### src/shared/acr_regs.vh
// register map constants for the channel calibration register bank
`ifndef ACR_REGS_VH
`define ACR_REGS_VH

// ==========================================================
// register indices (byte address = 4 * index)
`define ACR_IDX_CH2_GAIN_HIGH   6'h16
`define ACR_IDX_CH2_GAIN_LOW    6'h17
`define ACR_IDX_CH3_INPUT_CONFIG         6'h18
`define ACR_IDX_CH3_OFS_HIGH    6'h19
`define ACR_IDX_CH3_OFS_LOW     6'h1A
`define ACR_IDX_CH3_GAIN_HIGH   6'h1B
`define ACR_IDX_CH3_GAIN_LOW    6'h1C

// ==========================================================
// reset values
`define ACR_RST_GAIN_HIGH       16'h8000
`define ACR_RST_ZERO16          16'h0000
`define ACR_RST_BYTE            8'h00
`define ACR_RST_SEL             2'h0

// ==========================================================
// field positions
`define ACR_LOW_FIELD_MSB       15
`define ACR_LOW_FIELD_LSB       8
`define ACR_CFG_HIGH_MSB        15
`define ACR_CFG_HIGH_LSB        6
`define ACR_CFG_BIT2            2
`define ACR_SEL_MSB             1

// ==========================================================
// input selector codes
`define ACR_SEL_PINS            2'h0
`define ACR_SEL_SHORTED         2'h1
`define ACR_SEL_TEST_POS        2'h2
`define ACR_SEL_TEST_NEG        2'h3

// ==========================================================
// bus answer for an unmapped address
`define ACR_UNMAPPED_DATA       32'h00000000

`endif

### src/hdl/acr_cal_regs.v
// channel 2/3 calibration and input configuration register bank
// ==========================================================
// Summary of operation
// - ch2 gain bits 23:8 in high register
// - ch2 gain bits 7:0 upper byte, low zero
// - gain word unsigned, zero to almost two
// - ch2 gain resets to 8000h and 0000h
// - ch3 gain resets to 8000h and 0000h
// - ch3 gain split high/upper byte, low zero
// - ch3 offset split likewise, resets zero
// - ch3 two-bit input selector, reset pins
//
// Implementation choice: the Avalon-MM interface to the registers.
`timescale 1ns/100ps
`include "acr_regs.vh"

module acr_cal_regs (
  input  wire        sys_clk,          // system clock, 25 MHz
  input  wire        nrst,             // synchronous reset, active low
  input  wire [7:0]  avs_address,      // byte address
  input  wire        avs_read,         // read request
  input  wire        avs_write,        // write request
  input  wire [31:0] avs_writedata,    // write data
  input  wire [3:0]  avs_byteenable,   // byte enables
  output reg  [31:0] avs_readdata,     // read data
  output wire        avs_waitrequest,  // stall
  output wire [23:0] ch2GainWord,      // ch2 gain correction word
  output wire [23:0] ch3GainWord,      // ch3 gain correction word
  output wire [23:0] ch3OffsetWord,    // ch3 offset correction word
  output wire [1:0]  ch3InputSelect,   // ch3 selector
  output wire        ch3PinsOn,        // ch3 pins routed
  output wire        ch3InputsShort,   // ch3 inputs shorted
  output wire        ch3TestPos,       // ch3 positive test signal
  output wire        ch3TestNeg        // ch3 negative test signal
);

  // ==========================================================
  // bus handshake: one wait cycle, answer on the second
  reg         ack;
  wire        req;
  wire [5:0]  idx;
  wire        wordAligned;
  wire        loEn;
  wire        hiEn;

  assign req             = avs_read | avs_write;
  assign avs_waitrequest = req & ~ack;
  assign idx             = avs_address[7:2];
  assign wordAligned     = (avs_address[1:0] == 2'h0);
  assign loEn            = avs_byteenable[0];
  assign hiEn            = avs_byteenable[1];

  always @(posedge sys_clk) begin
    if (!nrst) begin
      ack <= 1'b0;
    end else begin
      ack <= req & ~ack;
    end
  end

  // ==========================================================
  // write decode; the register takes the write at the ack edge
  wire        wrFire;
  reg  [15:0] mergeData;
  reg  [15:0] curVal;
  wire        wrCh2GainHigh;
  wire        wrCh2GainLow;
  wire        wrCfg;
  wire        wrCh3OfsHigh;
  wire        wrCh3OfsLow;
  wire        wrCh3GainHigh;
  wire        wrCh3GainLow;

  assign wrFire = avs_write & ack & wordAligned;

  assign wrCh2GainHigh = wrFire & (idx == `ACR_IDX_CH2_GAIN_HIGH);
  assign wrCh2GainLow  = wrFire & (idx == `ACR_IDX_CH2_GAIN_LOW);
  assign wrCfg         = wrFire & (idx == `ACR_IDX_CH3_INPUT_CONFIG);
  assign wrCh3OfsHigh  = wrFire & (idx == `ACR_IDX_CH3_OFS_HIGH);
  assign wrCh3OfsLow   = wrFire & (idx == `ACR_IDX_CH3_OFS_LOW);
  assign wrCh3GainHigh = wrFire & (idx == `ACR_IDX_CH3_GAIN_HIGH);
  assign wrCh3GainLow  = wrFire & (idx == `ACR_IDX_CH3_GAIN_LOW);

  // lanes with byteenable low keep the stored value
  always @* begin
    mergeData[7:0]  = loEn ? avs_writedata[7:0]  : curVal[7:0];
    mergeData[15:8] = hiEn ? avs_writedata[15:8] : curVal[15:8];
  end

  // ==========================================================
  // calibration words
  wire [15:0] ch2GainHigh;
  wire [7:0]  ch2GainLow;
  wire [15:0] ch3OfsHigh;
  wire [7:0]  ch3OfsLow;
  wire [15:0] ch3GainHigh;
  wire [7:0]  ch3GainLow;

  // unsigned gain, 800000h is unity, full code just under two
  acr_cal_word #(
    .HIGH_RESET (`ACR_RST_GAIN_HIGH)
  ) u_ch2Gain (
    .sys_clk  (sys_clk),
    .nrst     (nrst),
    .wrHigh   (wrCh2GainHigh),
    .wrLow    (wrCh2GainLow),
    .wrData   (mergeData),
    .wordHigh (ch2GainHigh),
    .wordLow  (ch2GainLow),
    .calWord  (ch2GainWord)
  );

  acr_cal_word #(
    .HIGH_RESET (`ACR_RST_ZERO16)
  ) u_ch3Ofs (
    .sys_clk  (sys_clk),
    .nrst     (nrst),
    .wrHigh   (wrCh3OfsHigh),
    .wrLow    (wrCh3OfsLow),
    .wrData   (mergeData),
    .wordHigh (ch3OfsHigh),
    .wordLow  (ch3OfsLow),
    .calWord  (ch3OffsetWord)
  );

  acr_cal_word #(
    .HIGH_RESET (`ACR_RST_GAIN_HIGH)
  ) u_ch3Gain (
    .sys_clk  (sys_clk),
    .nrst     (nrst),
    .wrHigh   (wrCh3GainHigh),
    .wrLow    (wrCh3GainLow),
    .wrData   (mergeData),
    .wordHigh (ch3GainHigh),
    .wordLow  (ch3GainLow),
    .calWord  (ch3GainWord)
  );

  // ==========================================================
  // channel 3 configuration
  // bits 15:6 and 2 are writable reserved and kept as written;
  // bits 5:3 are read-only zero
  reg  [9:0] cfgHigh;
  reg        cfgBit2;
  reg  [1:0] cfgSel;

  always @(posedge sys_clk) begin
    if (!nrst) begin
      cfgHigh <= 10'h000;
      cfgBit2 <= 1'b0;
      cfgSel  <= `ACR_RST_SEL;
    end else if (wrCfg) begin
      cfgHigh <= mergeData[`ACR_CFG_HIGH_MSB:`ACR_CFG_HIGH_LSB];
      cfgBit2 <= mergeData[`ACR_CFG_BIT2];
      cfgSel  <= mergeData[`ACR_SEL_MSB:0];
    end
  end

  assign ch3InputSelect = cfgSel;

  acr_sel_decode u_ch3Sel (
    .sys_clk     (sys_clk),
    .nrst        (nrst),
    .sel         (cfgSel),
    .pinsOn      (ch3PinsOn),
    .inputsShort (ch3InputsShort),
    .testPos     (ch3TestPos),
    .testNeg     (ch3TestNeg)
  );

  // ==========================================================
  // read mux; also supplies the current value for lane merging
  reg mapped;

  always @* begin
    mapped = 1'b1;
    case (idx)
      `ACR_IDX_CH2_GAIN_HIGH: curVal = ch2GainHigh;
      `ACR_IDX_CH2_GAIN_LOW:  curVal = {ch2GainLow, `ACR_RST_BYTE};
      `ACR_IDX_CH3_INPUT_CONFIG:       curVal = {cfgHigh, 3'h0, cfgBit2, cfgSel};
      `ACR_IDX_CH3_OFS_HIGH:  curVal = ch3OfsHigh;
      `ACR_IDX_CH3_OFS_LOW:   curVal = {ch3OfsLow, `ACR_RST_BYTE};
      `ACR_IDX_CH3_GAIN_HIGH: curVal = ch3GainHigh;
      `ACR_IDX_CH3_GAIN_LOW:  curVal = {ch3GainLow, `ACR_RST_BYTE};
      default: begin
        curVal = `ACR_RST_ZERO16;
        mapped = 1'b0;
      end
    endcase
  end

  // read data is registered and valid at the ack edge
  always @(posedge sys_clk) begin
    if (!nrst) begin
      avs_readdata <= 32'h00000000;
    end else if (avs_read & ~ack) begin
      if (mapped & wordAligned) begin
        avs_readdata <= {16'h0000, curVal};
      end else begin
        avs_readdata <= `ACR_UNMAPPED_DATA;
      end
    end
  end

endmodule

### src/hdl/acr_cal_word.v
// one 24-bit calibration word split over a high and a low register
`timescale 1ns/100ps
`include "acr_regs.vh"

module acr_cal_word #(
  parameter [15:0] HIGH_RESET = 16'h0000
) (
  input  wire        sys_clk,   // system clock
  input  wire        nrst,      // synchronous reset, active low
  input  wire        wrHigh,    // write strobe, high register
  input  wire        wrLow,     // write strobe, low register
  input  wire [15:0] wrData,    // write data
  output reg  [15:0] wordHigh,  // word bits 23:8
  output reg  [7:0]  wordLow,   // word bits 7:0
  output wire [23:0] calWord    // full calibration word
);

  // ==========================================================
  // storage
  always @(posedge sys_clk) begin
    if (!nrst) begin
      wordHigh <= HIGH_RESET;
      wordLow  <= `ACR_RST_BYTE;
    end else begin
      if (wrHigh) begin
        wordHigh <= wrData;
      end
      // lower byte of the low register is not stored
      if (wrLow) begin
        wordLow <= wrData[`ACR_LOW_FIELD_MSB:`ACR_LOW_FIELD_LSB];
      end
    end
  end

  assign calWord = {wordHigh, wordLow};

endmodule

### src/hdl/acr_sel_decode.v
// decoder of the channel 3 input selector into routing enables
`timescale 1ns/100ps
`include "acr_regs.vh"

module acr_sel_decode (
  input  wire       sys_clk,      // system clock
  input  wire       nrst,         // synchronous reset, active low
  input  wire [1:0] sel,          // input selector
  output reg        pinsOn,       // positive and negative pins routed
  output reg        inputsShort,  // pins off, inputs shorted
  output reg        testPos,      // positive dc test signal
  output reg        testNeg       // negative dc test signal
);

  // ==========================================================
  // registered one-hot routing, so the mux never sees glitches
  always @(posedge sys_clk) begin
    if (!nrst) begin
      pinsOn      <= 1'b1;
      inputsShort <= 1'b0;
      testPos     <= 1'b0;
      testNeg     <= 1'b0;
    end else begin
      pinsOn      <= (sel == `ACR_SEL_PINS);
      inputsShort <= (sel == `ACR_SEL_SHORTED);
      testPos     <= (sel == `ACR_SEL_TEST_POS);
      testNeg     <= (sel == `ACR_SEL_TEST_NEG);
    end
  end

endmodule

### config.mk
export PLATFORM = sky130hd
export DESIGN_NAME = acr_cal_regs
export DESIGN_NICKNAME = d
export VERILOG_FILES = /design/src/hdl/acr_cal_regs.v /design/src/hdl/acr_cal_word.v /design/src/hdl/acr_sel_decode.v
export VERILOG_INCLUDE_DIRS = /design/src /design/src/shared
export SDC_FILE = /design/constraint.sdc
export NUM_CORES = 1
export LEC_CHECK = 0
export BUFFER_PORTS_ARGS = -buffer_cell sky130_fd_sc_hd__buf_2
export CAP_MARGIN = 15
export CORE_AREA = 2 2 98 100
export CTS_CLUSTER_DIAMETER = 50
export DETAILED_ROUTE_END_ITERATION = 10
export DIE_AREA = 0 0 100 102
export PLACE_DENSITY = 0.8
export SLEW_MARGIN = 15
export SYNTH_ARGS = -nofsm -noshare
export SYNTH_HDL_FRONTEND = slang
export SYNTH_SLANG_ARGS = --single-unit
export TNS_END_PERCENT = 50
### constraint.sdc
create_clock -name sys_clk -period 2.9 [get_ports sys_clk]
set_input_delay 0.29 -clock sys_clk [delete_from_list [all_inputs] [get_ports sys_clk]]
set_output_delay 0.29 -clock sys_clk [all_outputs]
set_load 0.03 [all_outputs]
# == Word-level counts from Yosys, hierarchy flattened ==
# Cells that the tools add are included.
# classes
mux,5
bitwise,14
addsub,0
order_cmp,0
n_eq_ne,10
div,0
n_mul,0
shifts,0
n_reduce_logical,3
# op_table
op,n
$pmux 16 s7,1
$eq 6x5->1 const B,7
$mux 16,1
$mux 8,2
$and 1x1->1,12
$reduce_or 7->1,1
$eq 2x2->1 const B,2
$logic_not 2->1,2
$eq 2x1->1 const B,1
$mux 1,1
$not 1->1,1
$or 1x1->1,1
# totals
mem_bits_rw,0
memories,0
out_inout_bits,111
wordCells,47
regBits,122
latch_bits,0
inputBits,48
mem_bits_ro,0

# == Depth between registers and ports, before layout ==
# logic_depth
depth_word,5
mapped_depth,8
depth_no_buf,5

# == Modules after synthesis ==
# Synthesis repeated with hierarchy kept, for this count alone.
# hier_totals
cells_unflattened,547
hier_area_um2,5596.6
# by_module_without_submodules
module,area_per_inst_um2,instances,cells_each,seq_area_each_um2
acr_cal_regs,2199.6,1,236,600.6
acr_cal_word at u_ch2Gain ...,1094.8,2,101,480.5
acr_cal_word at u_ch3Ofs,1097.3,1,101,480.5
acr_sel_decode,110.1,1,8,80.1

# == Worst setup path before layout ==
# Ideal clock, no wire load.
# synth_timing
path_type,in2reg
startpoint,in avs_address[3]
endpoint,reg u_ch2Gain.wordHigh[15]
slack_ns,1.093
arrival_time_ns,1.665
path_buffers,1
required_ns,2.758
setup_ns,0.142
path_stages,6
cell_sequence,buf_2 > inv_1 > nor3_2 > a221o_1 > a2111oi_4 > o311ai_1
# synth_between
elab_chain_len,3
word_cells_on_any_way,10
classes_between,eq/ne (7); mux (2); bitwise (1)
# synth_lines
item,line,source
"start, declared",acr_cal_regs.v:20,"input wire [7:0] avs_address,"
$eq 6x5->1,acr_cal_regs.v:177,case (idx)
$pmux 16 s7,acr_cal_regs.v:177,
$mux 8,acr_cal_regs.v:87,mergeData[15:8] = hiEn ? avs_writedata[15:8] : curVal[15:8];
"end signal, assigned",acr_cal_word.v:26,wordHigh <= wrData;
"end, declared",acr_cal_word.v:13,"output reg [15:0] wordHigh,"
# Parallel ways exist; a longest one is shown, timed or not.
# A chain may end at the register's enable or synchronous reset.

# == Worst setup path in the final report ==
# layout_timing
startpoint,in avs_address[2]
endpoint,reg u_ch3Ofs.wordHigh[15]
# layout_between
elab_chain_len,3
word_cells_on_any_way,10
classes_between,eq/ne (7); mux (2); bitwise (1)
# layout_lines
item,line
$eq 6x5->1,acr_cal_regs.v:177
$pmux 16 s7,acr_cal_regs.v:177
$mux 8,acr_cal_regs.v:87
"end signal, assigned",acr_cal_word.v:26
"end, declared",acr_cal_word.v:13
# Parallel ways exist; a longest one is shown, timed or not.

==> metrics <==
worst-path fanout max=24; critical path class=input port to register; Overflow after GRT=0; full die area=10200 um2; diode count=0; Finished Cell Area=approximately 5600 um2; flop and latch count out of synthesis=about 110; Initial Util=52.46%; CTS Buf Count=9; CP Data Arrival Time=2.46 ns; Synth Cell Area=around 4800 um2; Max clock buf depth=2; post-placement worst setup slack=around 0.35 ns; Max VDD drop=approximately 0.21 mV; Die Y=around 100 um; first-pass GRT wire length=21320 um; Synth Instances=~560; commonest cells in the netlist=dfxtp_1, o21ai_0, nand2_1; Post-synth EDFFs=0; via count of the first global-routing pass=~4200; DR pass1 iterations=5; Slew HR=a little over two fifths; core area=9109 um2; PortBufs=124; cts hold-fix bufs=0; CP endpoint kind=register; DRC Markers=0; Final min period=2.227 ns; Rows=35; share of cells above drive strength 1=around 26%; final antenna-violating net count=0; power per standard cell area=450.0 nW/um2; Leakage=approximately 2.4 nW; CTS resizes=0; synth top area cells=dfxtp_1, o21ai_0, nand3_1; Seq/Total Area, Yosys=44.41%; routed wire length=13560 um; final hold vios=0; Critical Path RT=approximately 3.1 ns; initial drt markers=about 460; gr usage total=about a quarter; CTS tree=yes; outcome=finished clean; Final Util=between 60% and 70%; Sink Count=106; Synth top area share=between 40% and 50%; most common cell in the netlist=dfxtp_1; I/O pin cnt=~160; Die W=roughly 100 um; worst hold path class=input port to register; Area after DPL=around 5400 um2; initial antenna violation count=0; Post-CTS Setup Inserts=0; Final HPWL DP=9762 um; Tcrit/Tclk final=about three quarters; area leader, netlist=dfxtp_1; setup TNS=0 ns; largest net degree at the start of global routing=89; Max Freq=about 0.45 GHz; Worst Skew=0.01078 ns; Setup Viol. Count Final=0; Pwr Total=about 2.5 mW; RSZ-0062 raised after global routing=false; vias=~4700; Worst Tran Pin Value=between 0.8 and 0.9 ns; Syn-to-layout area delta=17.41%; total of max-cap violations=0; max-slew violations=0; clk_lat worst skew=about 0.37 ns; Yosys warnings=0; Final nets=roughly 700; Async SR Flop Fraction=0%; clock slew at reported path FFs=about 0.10 ns; gpl congestion=0.8820; DR WL/cell=roughly 17 um; ys flop type=dfxtp_1; H-Tree Depth=3; CP Launch Type=input port; synth unique cells=45; Final Worst Setup Slack=approximately 0.67 ns; Root Buffer=clkbuf_8; Avg Cell Area, Syn=8.610 um2; vias per cell=about 6
[placed cells by master, fill, tap and decap left out, drive strengths merged, types with 10 or more instances in the layout]
master / Yosys / final
conb: 1 / 16
mux2i: 22 / 22
and2: 11 / 11
nor3: 12 / 12
o31ai: 15 / 15
o21ai: 79 / 79
nor2: 31 / 31
nand3: 57 / 57
a21boi: 11 / 11
buf: 30 / 138
a221oi: 10 / 10
nand2: 63 / 63
dfxtp: 106 / 106
[kinds of logic after synthesis]
kind of cell    after synthesis  share of synthesized area (%)
flops                       106                          44.41
compound gates              154                          21.42
mux                          28                          6.022
buf+inv                      59                          6.232
other cells                   1                        0.07848
simple gates                207                          21.84
[power by group]
part / switching [mW] / total [mW] / internal, mW
combinational: 0.140 / 0.197 / 0.0573
clock: 0.541 / 0.870 / 0.329
sequential: 0.00135 / 1.46 / 1.46
total: 0.682 / 2.52 / 1.84
[flip-flops by register name (all words and copies together) (netlist names), 2 cells and up]
name and cells:
avs_readdata 16, cfgHigh 10, ch3InputSelect 2, u_ch2Gain.wordHigh 16
u_ch2Gain.wordLow 8, u_ch3Gain.wordHigh 16, u_ch3Gain.wordLow 8, u_ch3Ofs.wordHigh 16
u_ch3Ofs.wordLow 8
[final timing paths]
kind / from / cells past startpoint / slack [ns] / to
worst max-delay path: avs_address[2] / 6 / 0.67 / u_ch3Ofs.wordHigh[15]
worst min-delay path: avs_read / 4 / 0.29 / ack
worst max register to register: ack / 5 / 0.91 / u_ch3Ofs.wordLow[7]
worst min register to register: avs_readdata[5] / 2 / 0.46 / avs_readdata[5]
[cell type report]
type | instances | area [um2]
clock buffer | 9 | 123.9
clock inverter | 7 | 61.31
fill | 841 | 3498
inverter | 3 | 11.26
multi-input combinational | 405 | 2415
sequential | 106 | 2122
tap | 111 | 138.9
timing repair buffer | 138 | 738.2
[per-layer routing]
layer,GRT usage [%],share of wire (%)
met5,0,0
met4,12.01,2.6
met3,5.267,9.1
met2,42.05,46
met1,35.23,42
[stage by stage]
step / hold slack (ns) / cells
after floorplan: 0.4212 / 570
after global placement: 0.4291 / 763
after detailed placement: 0.4408 / 763
after CTS: 0.2827 / 779
after global routing: 0.3104 / 779
final: 0.2866 / 779
[worst max-delay path, cell delays in order]
cell and delay (ns):
buf_2 0.34, inv_2 0.19, nor3_4 0.57, nand2_1 0.69
nand3_1 0.28, o31ai_1 0.09
No activity file was read; power rests on OpenSTA's default activity.
